$ cat src/design/txl_pkg.sv
// Shared constants and types for the transmit line clock and rail stage
package txl_pkg;

    // Register port geometry
    localparam int ADDR_W = 4;
    localparam int DATA_W = 8;

    // Register byte addresses
    localparam logic [ADDR_W-1:0] REG_CTRL     = 4'h0;
    localparam logic [ADDR_W-1:0] REG_STATUS   = 4'h4;
    localparam logic [ADDR_W-1:0] REG_INT_STAT = 4'h8;
    localparam logic [ADDR_W-1:0] REG_INT_MASK = 4'hC;

    // Control field positions
    localparam int CTRL_SINGLE_RAIL = 0;
    localparam int CTRL_LINE_CLK_EN = 1;
    localparam int CTRL_HIGH_RATE   = 2;
    localparam int CTRL_W           = 3;

    // Status field positions
    localparam int STAT_LOSS     = 0;
    localparam int STAT_DS1      = 1;
    localparam int STAT_RECOVER  = 2;
    localparam int STAT_W        = 3;

    // Interrupt field positions
    localparam int IRQ_LOSS_SET = 0;
    localparam int IRQ_LOSS_CLR = 1;
    localparam int IRQ_W        = 2;

    // Reset values
    localparam logic [CTRL_W-1:0] CTRL_RESET = 3'h2;
    localparam logic [IRQ_W-1:0]  MASK_RESET = 2'h0;
    localparam logic              DS1_RESET  = 1'b1;

    // Reference clock rates in kHz, low and high per standard
    localparam int DS1_LOW_KHZ   = 1544;
    localparam int DS1_HIGH_KHZ  = 6176;
    localparam int CEPT_LOW_KHZ  = 2048;
    localparam int CEPT_HIGH_KHZ = 8192;
    // High rate divides down to the line rate
    localparam int HIGH_RATE_RATIO = DS1_HIGH_KHZ / DS1_LOW_KHZ;
    localparam int DIV_W           = $clog2(HIGH_RATE_RATIO);
    localparam logic [DIV_W-1:0] DIV_LAST = DIV_W'(HIGH_RATE_RATIO - 1);
    localparam logic [DIV_W-1:0] DIV_HALF = DIV_W'(HIGH_RATE_RATIO / 2 - 1);

    // Timing
    localparam int CLK_MHZ             = 40;
    localparam int LOSS_WINDOW_US      = 250;
    localparam int LOSS_WIN_CYCLES_DEF = LOSS_WINDOW_US * CLK_MHZ;

    // Cycles after reset release before the strap is caught
    localparam int              INIT_W    = 2;
    localparam logic [INIT_W-1:0] INIT_DONE = 2'h3;

    typedef struct packed {
        logic ref_high_rate;
        logic line_clk_en;
        logic single_rail;
    } ctrl_t;

    typedef struct packed {
        logic pos;
        logic neg;
    } rails_t;

    typedef enum logic [1:0] {
        MON_OK,
        MON_LOST,
        MON_RECOVER
    } mon_state_t;

endpackage

$ cat src/design/pin_sync.sv
// Two-stage synchroniser with edge detection for one pin
`timescale 1ns/1ps
module pin_sync (
    // Clock and reset
    input  wire logic clk_i,
    input  wire logic rst_n_i,
    // Asynchronous pin
    input  wire logic pin_i,
    // Synchronised level and edge pulses
    output logic      level_o,
    output logic      rise_o,
    output logic      fall_o
);
    logic meta_q;
    logic sync_q;
    logic prev_q;

    // First stage feeds only the second stage
    always_ff @(posedge clk_i or negedge rst_n_i) begin
        if (!rst_n_i) begin
            meta_q <= 1'b0;
            sync_q <= 1'b0;
            prev_q <= 1'b0;
        end else begin
            meta_q <= pin_i;
            sync_q <= meta_q;
            prev_q <= sync_q;
        end
    end

    assign level_o = sync_q;
    assign rise_o  = sync_q & ~prev_q;
    assign fall_o  = ~sync_q & prev_q;
endmodule

$ cat src/design/window_timer.sv
// Saturating window counter that flags a full window
`timescale 1ns/1ps
module window_timer #(
    parameter int W = 16
) (
    // Clock and reset
    input  wire logic         clk_i,
    input  wire logic         rst_n_i,
    // Control
    input  wire logic         clear_i,
    input  wire logic [W-1:0] limit_i,
    // Window elapsed, level while saturated
    output logic              done_o
);
    logic [W-1:0] cnt_q;

    always_ff @(posedge clk_i or negedge rst_n_i) begin
        if (!rst_n_i) begin
            cnt_q <= '0;
        end else if (clear_i) begin
            cnt_q <= '0;
        end else if (cnt_q != limit_i) begin
            cnt_q <= cnt_q + W'(1);
        end
    end

    assign done_o = (cnt_q == limit_i) & ~clear_i;
endmodule

$ cat src/design/tx_line_clock_and_rail_output.sv
// Transmit line clock, reference loss monitor and rail output stage
//
// The implementer's own choices: strobed register access and the address map.
`timescale 1ns/1ps
// What this block does
// - DS1 reference runs at 1.544 or 6.176 MHz; both accepted.
// - CEPT reference runs at 2.048 or 8.192 MHz; both accepted.
// - Loss flag rises after 250 us without a reference edge.
// - Loss flag falls 250 us after the first edge on resumption.
// - Optional line clock output at the line rate.
// - Positive rail carries positive data, changes on line clock rise.
// - Negative rail carries negative data, changes on line clock rise.
// - Single rail puts the whole data stream on the positive rail.
// - Single rail holds the negative rail at zero.
// - After reset the mode comes from the line standard strap.
// - Strap high selects DS1, strap low selects CEPT.
module tx_line_clock_and_rail_output #(
    parameter int LOSS_WIN_CYCLES = txl_pkg::LOSS_WIN_CYCLES_DEF,
    parameter int TIMER_W         = 16
) (
    // Clock and reset
    input  wire logic                         clk_i,
    input  wire logic                         rst_n_i,
    // Pins from outside the clock domain
    input  wire logic                         tx_framer_ref_clock_i,
    input  wire logic                         line_standard_strap_i,
    // Framer NRZ data, same clock
    input  wire txl_pkg::rails_t              tx_data_i,
    // Register port
    input  wire logic [txl_pkg::ADDR_W-1:0]   addr_i,
    input  wire logic [txl_pkg::DATA_W-1:0]   wdata_i,
    input  wire logic                         wr_i,
    input  wire logic                         rd_i,
    output logic      [txl_pkg::DATA_W-1:0]   rdata_o,
    // Line side
    output logic                              tx_line_clock_out_o,
    output logic                              tx_pos_rail_o,
    output logic                              tx_neg_rail_o,
    output logic                              line_bit_taken_o,
    // Status
    output logic                              ref_clock_loss_flag_o,
    output logic                              line_standard_ds1_o,
    output logic                              irq_o
);
    import txl_pkg::*;

    localparam logic [TIMER_W-1:0] WIN_LIMIT = TIMER_W'(LOSS_WIN_CYCLES - 1);

    logic              ref_level;
    logic              ref_rise;
    logic              ref_fall;
    logic              ref_edge;
    logic              strap_level;
    logic              idle_done;
    logic              rec_done;
    logic              line_rise;
    logic              line_fall;
    ctrl_t             ctrl_q;
    mon_state_t        mon_q;
    logic              loss_q;
    logic [DIV_W-1:0]  div_q;
    logic              lclk_q;
    rails_t            rails_q;
    logic              taken_q;
    logic [INIT_W-1:0] init_q;
    logic              mode_valid_q;
    logic              ds1_q;
    logic [IRQ_W-1:0]  int_stat_q;
    logic [IRQ_W-1:0]  int_stat_d;
    logic [IRQ_W-1:0]  int_mask_q;
    logic [IRQ_W-1:0]  events;
    logic              irq_q;
    logic [DATA_W-1:0] rdata_q;
    logic [DATA_W-1:0] rdata_d;
    logic              wr_ctrl;
    logic              wr_int_stat;
    logic              wr_int_mask;

    // The reference is sampled, not used as a clock: no second domain
    pin_sync ref_sync (
        .clk_i   (clk_i),
        .rst_n_i (rst_n_i),
        .pin_i   (tx_framer_ref_clock_i),
        .level_o (ref_level),
        .rise_o  (ref_rise),
        .fall_o  (ref_fall)
    );

    pin_sync strap_sync (
        .clk_i   (clk_i),
        .rst_n_i (rst_n_i),
        .pin_i   (line_standard_strap_i),
        .level_o (strap_level),
        .rise_o  (),
        .fall_o  ()
    );

    assign ref_edge = ref_rise | ref_fall;

    // Idle window restarts on every reference edge
    window_timer #(
        .W (TIMER_W)
    ) idle_timer (
        .clk_i   (clk_i),
        .rst_n_i (rst_n_i),
        .clear_i (ref_edge),
        .limit_i (WIN_LIMIT),
        .done_o  (idle_done)
    );

    // Recovery window runs only while recovering
    window_timer #(
        .W (TIMER_W)
    ) rec_timer (
        .clk_i   (clk_i),
        .rst_n_i (rst_n_i),
        .clear_i (mon_q != MON_RECOVER),
        .limit_i (WIN_LIMIT),
        .done_o  (rec_done)
    );

    // Loss monitor
    always_ff @(posedge clk_i or negedge rst_n_i) begin
        if (!rst_n_i) begin
            mon_q  <= MON_OK;
            loss_q <= 1'b0;
        end else begin
            unique case (mon_q)
                MON_OK: begin
                    if (idle_done) begin
                        mon_q  <= MON_LOST;
                        loss_q <= 1'b1;
                    end
                end
                MON_LOST: begin
                    if (ref_edge) begin
                        mon_q <= MON_RECOVER;
                    end
                end
                MON_RECOVER: begin
                    if (rec_done) begin
                        mon_q  <= MON_OK;
                        loss_q <= 1'b0;
                    end else if (idle_done) begin
                        mon_q <= MON_LOST;
                    end
                end
            endcase
        end
    end

    // Line clock: high rate reference is divided down to the line rate
    assign line_rise = ctrl_q.ref_high_rate ?
                       (ref_rise && div_q == DIV_LAST) : ref_rise;
    assign line_fall = ctrl_q.ref_high_rate ?
                       (ref_rise && div_q == DIV_HALF) : ref_fall;

    always_ff @(posedge clk_i or negedge rst_n_i) begin
        if (!rst_n_i) begin
            div_q <= '0;
        end else if (!ctrl_q.ref_high_rate) begin
            div_q <= '0;
        end else if (ref_rise) begin
            div_q <= div_q + DIV_W'(1);
        end
    end

    // Held low when disabled; rail timing keeps running regardless
    always_ff @(posedge clk_i or negedge rst_n_i) begin
        if (!rst_n_i) begin
            lclk_q <= 1'b0;
        end else if (!ctrl_q.line_clk_en) begin
            lclk_q <= 1'b0;
        end else if (line_rise) begin
            lclk_q <= 1'b1;
        end else if (line_fall) begin
            lclk_q <= 1'b0;
        end
    end

    // Rails change together with the line clock rise
    always_ff @(posedge clk_i or negedge rst_n_i) begin
        if (!rst_n_i) begin
            rails_q <= '0;
            taken_q <= 1'b0;
        end else begin
            taken_q <= line_rise;
            if (line_rise) begin
                rails_q.pos <= tx_data_i.pos;
                if (ctrl_q.single_rail) begin
                    rails_q.neg <= 1'b0;
                end else begin
                    rails_q.neg <= tx_data_i.neg;
                end
            end
        end
    end

    // Strap caught once the synchroniser holds a settled value
    always_ff @(posedge clk_i or negedge rst_n_i) begin
        if (!rst_n_i) begin
            init_q       <= '0;
            mode_valid_q <= 1'b0;
            ds1_q        <= DS1_RESET;
        end else if (!mode_valid_q) begin
            if (init_q == INIT_DONE) begin
                mode_valid_q <= 1'b1;
                ds1_q        <= strap_level;
            end else begin
                init_q <= init_q + INIT_W'(1);
            end
        end
    end

    // Register port
    assign wr_ctrl     = wr_i && addr_i == REG_CTRL;
    assign wr_int_stat = wr_i && addr_i == REG_INT_STAT;
    assign wr_int_mask = wr_i && addr_i == REG_INT_MASK;

    always_ff @(posedge clk_i or negedge rst_n_i) begin
        if (!rst_n_i) begin
            ctrl_q <= CTRL_RESET;
        end else if (wr_ctrl) begin
            ctrl_q <= ctrl_t'(wdata_i[CTRL_W-1:0]);
        end
    end

    always_ff @(posedge clk_i or negedge rst_n_i) begin
        if (!rst_n_i) begin
            int_mask_q <= MASK_RESET;
        end else if (wr_int_mask) begin
            int_mask_q <= wdata_i[IRQ_W-1:0];
        end
    end

    always_comb begin
        events                = '0;
        events[IRQ_LOSS_SET]  = mon_q == MON_OK && idle_done;
        events[IRQ_LOSS_CLR]  = mon_q == MON_RECOVER && rec_done;
        int_stat_d            = int_stat_q;
        if (wr_int_stat) begin
            int_stat_d = int_stat_q & ~wdata_i[IRQ_W-1:0];
        end
        // A new event beats a clear in the same cycle
        int_stat_d = int_stat_d | events;
    end

    always_ff @(posedge clk_i or negedge rst_n_i) begin
        if (!rst_n_i) begin
            int_stat_q <= '0;
            irq_q      <= 1'b0;
        end else begin
            int_stat_q <= int_stat_d;
            irq_q      <= |(int_stat_d & int_mask_q);
        end
    end

    always_comb begin
        rdata_d = '0;
        unique case (addr_i)
            REG_CTRL: begin
                rdata_d[CTRL_W-1:0] = ctrl_q;
            end
            REG_STATUS: begin
                rdata_d[STAT_LOSS]    = loss_q;
                rdata_d[STAT_DS1]     = ds1_q;
                rdata_d[STAT_RECOVER] = mon_q == MON_RECOVER;
            end
            REG_INT_STAT: begin
                rdata_d[IRQ_W-1:0] = int_stat_q;
            end
            REG_INT_MASK: begin
                rdata_d[IRQ_W-1:0] = int_mask_q;
            end
            default: begin
                rdata_d = '0;
            end
        endcase
    end

    // Read data valid only in the cycle after the strobe
    always_ff @(posedge clk_i or negedge rst_n_i) begin
        if (!rst_n_i) begin
            rdata_q <= '0;
        end else if (rd_i) begin
            rdata_q <= rdata_d;
        end else begin
            rdata_q <= '0;
        end
    end

    assign rdata_o               = rdata_q;
    assign tx_line_clock_out_o   = lclk_q;
    assign tx_pos_rail_o         = rails_q.pos;
    assign tx_neg_rail_o         = rails_q.neg;
    assign line_bit_taken_o      = taken_q;
    assign ref_clock_loss_flag_o = loss_q;
    assign line_standard_ds1_o   = ds1_q;
    assign irq_o                 = irq_q;
endmodule

$ cat config.mk
export PLATFORM = sky130hd
export DESIGN_NAME = tx_line_clock_and_rail_output
export DESIGN_NICKNAME = d
export VERILOG_FILES = /design/src/design/txl_pkg.sv /design/src/design/pin_sync.sv /design/src/design/window_timer.sv /design/src/design/tx_line_clock_and_rail_output.sv
export SDC_FILE = /design/constraint.sdc
export NUM_CORES = 1
export LEC_CHECK = 0
export ABC_AREA = 0
export BUFFER_PORTS_ARGS = -buffer_cell sky130_fd_sc_hd__buf_2
export CAP_MARGIN = 0
export CORE_UTILIZATION = 47
export DETAILED_ROUTE_END_ITERATION = 8
export GPL_ROUTABILITY_DRIVEN = 0
export HOLD_SLACK_MARGIN = 0.1
export PLACE_DENSITY = 0.75
export SLEW_MARGIN = 20
export SYNTH_ARGS = -nofsm -noshare
export SYNTH_HDL_FRONTEND = slang
export SYNTH_SLANG_ARGS = --single-unit
$ cat constraint.sdc
create_clock -name clk_i -period 1.95 [get_ports clk_i]
set_input_delay 0.195 -clock clk_i [delete_from_list [all_inputs] [get_ports clk_i]]
set_output_delay 0.195 -clock clk_i [all_outputs]
set_load 0.02 [all_outputs]
==> Yosys cells after proc, flatten, opt, wreduce, memory -nomap -nowiden <==
Index checks and enable logic that the tools add are counted.
{ "op_classes": {"addsub": 4, "eq_ne": 18, "n_mux": 25, "bitwise": 15, "reduce_logical": 16} }
{ "op_table": {"columns": ["operator", "n"], "rows": [
  ["$mux 16", 4],
  ["$add 16x1->16 const B", 2],
  ["$eq 16x14->1 const B", 2],
  ["$ne 16x14->1 const B", 2],
  ["$mux 2", 6],
  ["$mux 1", 10],
  ["$eq 4x4->1 const B", 2],
  ["$ne 2x2->1 const B", 4],
  ["$pmux 2 s4", 1],
  ["$logic_and 1x1->1", 7],
  ["$eq 2x2->1 const B", 3],
  ["$not 1->1", 6],
  ["$pmux 2 s3", 1],
  ["$reduce_bool 2->1", 3],
  ["$add 2x1->2 const B", 2],
  ["$and 1x1->1", 4],
  ["$and 2x2->2", 2],
  ["$eq 2x1->1 const B", 2],
  ["$eq 4x3->1 const B", 1],
  ["$logic_not 4->1", 1],
  ["$pmux 1 s2", 2],
  ["$reduce_and 2->1", 2],
  ["$mux 3", 1],
  ["$ne 3x3->1 const B", 1],
  ["7 further kinds", 7]
]} }
{ "totals": {"ff_bits": 66, "input_bits": 20, "out_inout_bits": 15, "elab_cells": 102} }

==> Depth between registers and ports, before layout <==
{ "depth": {"depth_word": 9, "mapped_depth": 7, "depth_no_buf": 6} }

==> Hierarchy <==
From an unflattened synthesis, not the netlist that was laid out.
{ "unflattened": {"hier_cells": 351, "hier_area_um2": 3508.4} }
{ "by_module_without_submodules": {"columns": ["module", "instances", "cells_per_inst", "area_each_um2", "seq_area_each_um2"], "rows": [
  ["window_timer", 2, 113, 1068.5, 400.4],
  ["tx_line_clock_and_rail_output", 1, 115, 1191.1, 603.1],
  ["pin_sync", 2, 5, 90.1, 75.1]
]} }

==> Worst setup path after synthesis <==
No wires, ideal clock.
{ "synth_timing": {"path_type": "flip-flop to flip-flop", "startpoint": "register rec_timer.cnt_q[0]", "endpoint": "register rec_timer.cnt_q[3]", "setup_ns": 0.080, "arrival_time_ns": 1.546, "slack_ns": 0.325, "path_stages_with_launch": 7, "synth_period_minus_slack_ns": 1.625, "path_cell_list": "dfrtp_1 > ha_1 > and3_1 > and4_1 > clkbuf_1 > or3_1 > a21oi_1"} }
{ "synth_via": {"elab_chain_len": 3, "elab_cells_between_ends": 5, "classes_between": "add/sub: 1; eq/ne: 1; mux: 2; reduce/logical: 1"} }
{ "synth_rtl": {"columns": ["item", "line_no", "source"], "rows": [
  ["start: declaration", "window_timer.sv:15", "logic [W-1:0] cnt_q;"],
  ["start signal: assignment", "window_timer.sv:23", "cnt_q <= cnt_q + W'(1);"],
  ["$add 16x1->16", "window_timer.sv:23", null],
  ["$mux 16", "window_timer.sv:22", "end else if (cnt_q != limit_i) begin"],
  ["$mux 16", "window_timer.sv:20", "end else if (clear_i) begin"]
]} }
Parallel ways exist; a longest one is shown, timed or not. The select of a mux whose other input is x is not followed.
A chain may end at the register's enable or synchronous reset.

==> Worst setup path in the final report <==
{ "layout_timing": {"startpoint": "register idle_timer.cnt_q[0]", "endpoint": "register mon_q[1]"} }
{ "layout_via": {"elab_chain_len": 5} }
{ "layout_rtl": {"columns": ["item", "line_no", "source"], "rows": [
  ["start: declaration", "window_timer.sv:15", null],
  ["start signal: assignment", "window_timer.sv:23", null],
  ["$eq 16x14->1 *", "window_timer.sv:27", "assign done_o = (cnt_q == limit_i) & ~clear_i;"],
  ["$and 1x1->1 *", "window_timer.sv:27", null],
  ["$mux 2 *", null, null],
  ["$mux 2", null, null],
  ["$pmux 2 s3 *", null, null],
  ["end signal: assignment", "tx_line_clock_and_rail_output.sv:125", "mon_q <= MON_OK;"],
  ["end signal: assignment", "tx_line_clock_and_rail_output.sv:131", "mon_q <= MON_LOST;"],
  ["end signal: assignment", "tx_line_clock_and_rail_output.sv:137", "mon_q <= MON_RECOVER;"],
  ["end: declaration", "tx_line_clock_and_rail_output.sv:59", "mon_state_t mon_q;"]
]} }
Every way passes the cells marked *; elsewhere a longest branch is shown, timed or not.

==> results.md <==
- Status: completed
- Fin nets: 352
- Sequential area share after synthesis: 51.3%
- Seq. cell area: 0.00153 mm2
- Post-route ant nets: 0
- Area grow syn2layout: 14.6%
- WL final: 5510 um
- Crit path from: idle_timer.cnt_q[0]$_DFFE_PN0N_
- Gr usage total: 18.2%
- Placeable Area: 0.00603 mm2
- # DRC: 0
- Post-Layout Cell Count: 402
- Vias in the first global route: 2032
- # clock sinks: 61
- #FFs+latches synth: 61
- H-tree Lvls: 3
- Via count: 2246
- DP HPWL: 3770 um
- Max-slew violations: 0
- Largest net degree at the start of global routing: 40
- Pwr dens: 761 mW/mm2
- Post-CTS setup buffers: 0
- Post-synth cell types: 46
- Setup violators final: 0
- # port buffers: 24
- Post-Place Cells: 379
- Grt ovf: 0
- Max Clock Freq: 562 MHz
- Mapped Avg Cell Area: 10.5 um2
- Ranking of synthesized cells by area: dfrtp_1 49%, xor2_1 5.0%, ha_1 4.2%, mux2_2 3.0%, nand2_1 3.0%
- Fill count: 506
- Clock transition at the registers of the reported paths: 0.06 ns
- Number of diodes: 0
- Design Area, Final: 0.00342 mm2
- Worst endpoint required time: 2.15 ns
- Mapped Area: 0.00298 mm2
- R2R Setup Slk: 0.17 ns
- Reg2reg end: mon_q[1]$_DFFE_PN0P_
- Yosys Warn Count: 0
- FFs w/ async S/R, synth: 100%
- WS Path Type: flop to flop
- Max-cap violation count: 0
- Initial Utilization: 49.5%
- Initial antenna violation count: 0
- TNS Setup: 0 ns
- RSZ-0062 raised after global routing: false
- Die area: 0.00667 mm2
- Slew @ Worst Pin: 0.526 ns
- Leakage power: 1.52 nW
- Final core utilization: 56.7%
- Dominant synthesized flop cell: dfrtp_1
- TritonCTS clock tree: done
- WP data arrival: 1.98 ns
- Placement Cell Area: 0.00319 mm2
- Clock Skew: 0.00876 ns
- Avg WL per Cell: 13.7 um
- Post-synth top area cell: dfrtp_1
- Hold WS: 0.134 ns
- Hold Vio Cnt, Final: 0
- Root Driver: clkbuf_8
- Via density: 5.59
- Share of the synthesized area in the top cell type: 49.5%
- CP Capture Type: flop
- Footprint of the multi-input gates: 0.00135 mm2
- Post-synth top cells: 59 x dfrtp_1, 24 x nand2_1, 20 x nor2_1
- Post-CTS Resized: 0
- Gate Count Post-Synth: 285
- Tmin final: 1.78 ns
- End point of the critical path: mon_q[1]$_DFFE_PN0P_
- CTS Buffer Depth: 2
- Slew HR: 65.0%
- HP Class: input pin to flop
- Crit path max fanout: 7
- DR iter-0 viols: 157
- Setup crit start kind: flop
- Die Height: 81.7 um
- Fin crit share: 91.2%
- Die width: 81.7 um
- Share of layout cells above drive strength 1: 18.0%
- EDFF count, synth: 0
- Num CTS Buffers: 9
- Core Rows: 28
- Reg2Reg Depth: 5
- R2r startpoint: idle_timer.cnt_q[0]$_DFFE_PN0N_
- Clock Latency Late Sink: 0.34 ns
- Top-level port count: 35
- First-pass GRT wire length: 8970 um
- Worst vdd ir: 0.000513 V
- Most common cell in the netlist: dfrtp_1
- First drt pass iteration count: 4
placed cells by master (no fill, tap or decap), drive strengths merged, types with 8 or more instances in the layout:
master / Yosys / routed
nor2: 20 / 20
nand3: 10 / 10
xor2: 17 / 17
clkbuf: 8 / 11
nand2: 24 / 24
ha: 10 / 10
inv: 9 / 9
mux2: 8 / 8
buf: 7 / 30
o21ai: 18 / 18
nand4: 12 / 12
a21oi: 17 / 17
dfrtp: 59 / 59
power breakdown:
group	switching [W]	leakage, nW	internal (W)
Clock	0.000477	0.0829	0.000452
Combinational	0.000150	0.637	0.000125
Sequential	0.0000496	0.797	0.00135
Total	0.000677	1.52	0.00192
worst max-delay path, cell delays in order, from the launching register on:
cell and delay (ns):
dfrtp_1 0.38, ha_1 0.18, nor4bb_1 0.35, nand4_1 0.34
o21ai_0 0.29, a21oi_1 0.10
metal layers:
| layer | global-route usage (%) | up-vias | part of all wire [%] |
|---|---|---|---|
| met5 | 0 | - | 0 |
| met4 | 7.89 | 0 | 0.64 |
| met3 | 6.89 | 2 | 5.8 |
| met2 | 28.4 | 69 | 46 |
| met1 | 22.4 | 1094 | 48 |
| li1 | - | 1081 | - |
cell type report:
type | instances | share of cell area, %
flip-flops and latches | 61 | 44.7
multi-input cells | 203 | 39.6
repair buffers | 37 | 7.24
clock buffers | 11 | 3.84
well taps | 75 | 2.74
inverters | 10 | 1.10
clock inverters | 5 | 0.805
registers in the layout, indices dropped and copies added (netlist names), 2 cells and up:
name and cells:
mon_q 2, ctrl_q 3, div_q 2, int_mask_q 2, int_stat_q 2, init_q 2, rdata_o 3, rec_timer.cnt_q 16
idle_timer.cnt_q 16
cell families (layout without fill, tap and decap cells):
group,after synthesis,count (layout),share of synthesized area [%]
flops,61,61,51.3
simple gates,112,112,21.4
xor+xnor,18,18,5.29
mux,11,11,4.87
other cells,1,5,0.126
compound gates,47,47,8.98
fa+ha+maj,10,10,4.19
buf+inv,25,63,3.90
stage by stage:
step	setup WS, ns	power [W]
2_1_floorplan	0.325	0.00159
3_5_place_dp	0.199	0.00169
3_3_place_gp	0.205	0.00168
5_1_grt	0.0174	0.00273
6_report	0.172	0.00260
4_1_cts	0.178	0.00263
worst min path at each step:
stage / from / cells past startpoint / endpoint / slack [ns]
after floorplan: rst_n_i / 0 / ctrl_q[0]$_DFFE_PN0P_ / -0.10
final: tx_data_i[0] / 3 / tx_neg_rail_o$_DFFE_PN0P_ / 0.13
after global placement: rst_n_i / 1 / line_bit_taken_o$_DFF_PN0_ / 0.20
after CTS: tx_data_i[0] / 3 / tx_neg_rail_o$_DFFE_PN0P_ / 0.12
after global routing: wdata_i[1] / 2 / int_mask_q[1]$_DFFE_PN0P_ / 0.13
after detailed placement: rst_n_i / 1 / div_q[0]$_DFFE_PN0P_ / 0.20
timing repair:
item | 4_1_cts | 5_1_grt
hold buffers | 7 | 0
endpoints found under the setup margin | 0 | 0
endpoints found under the hold margin | 27 | 0
No activity file was read; power rests on OpenSTA's default activity.
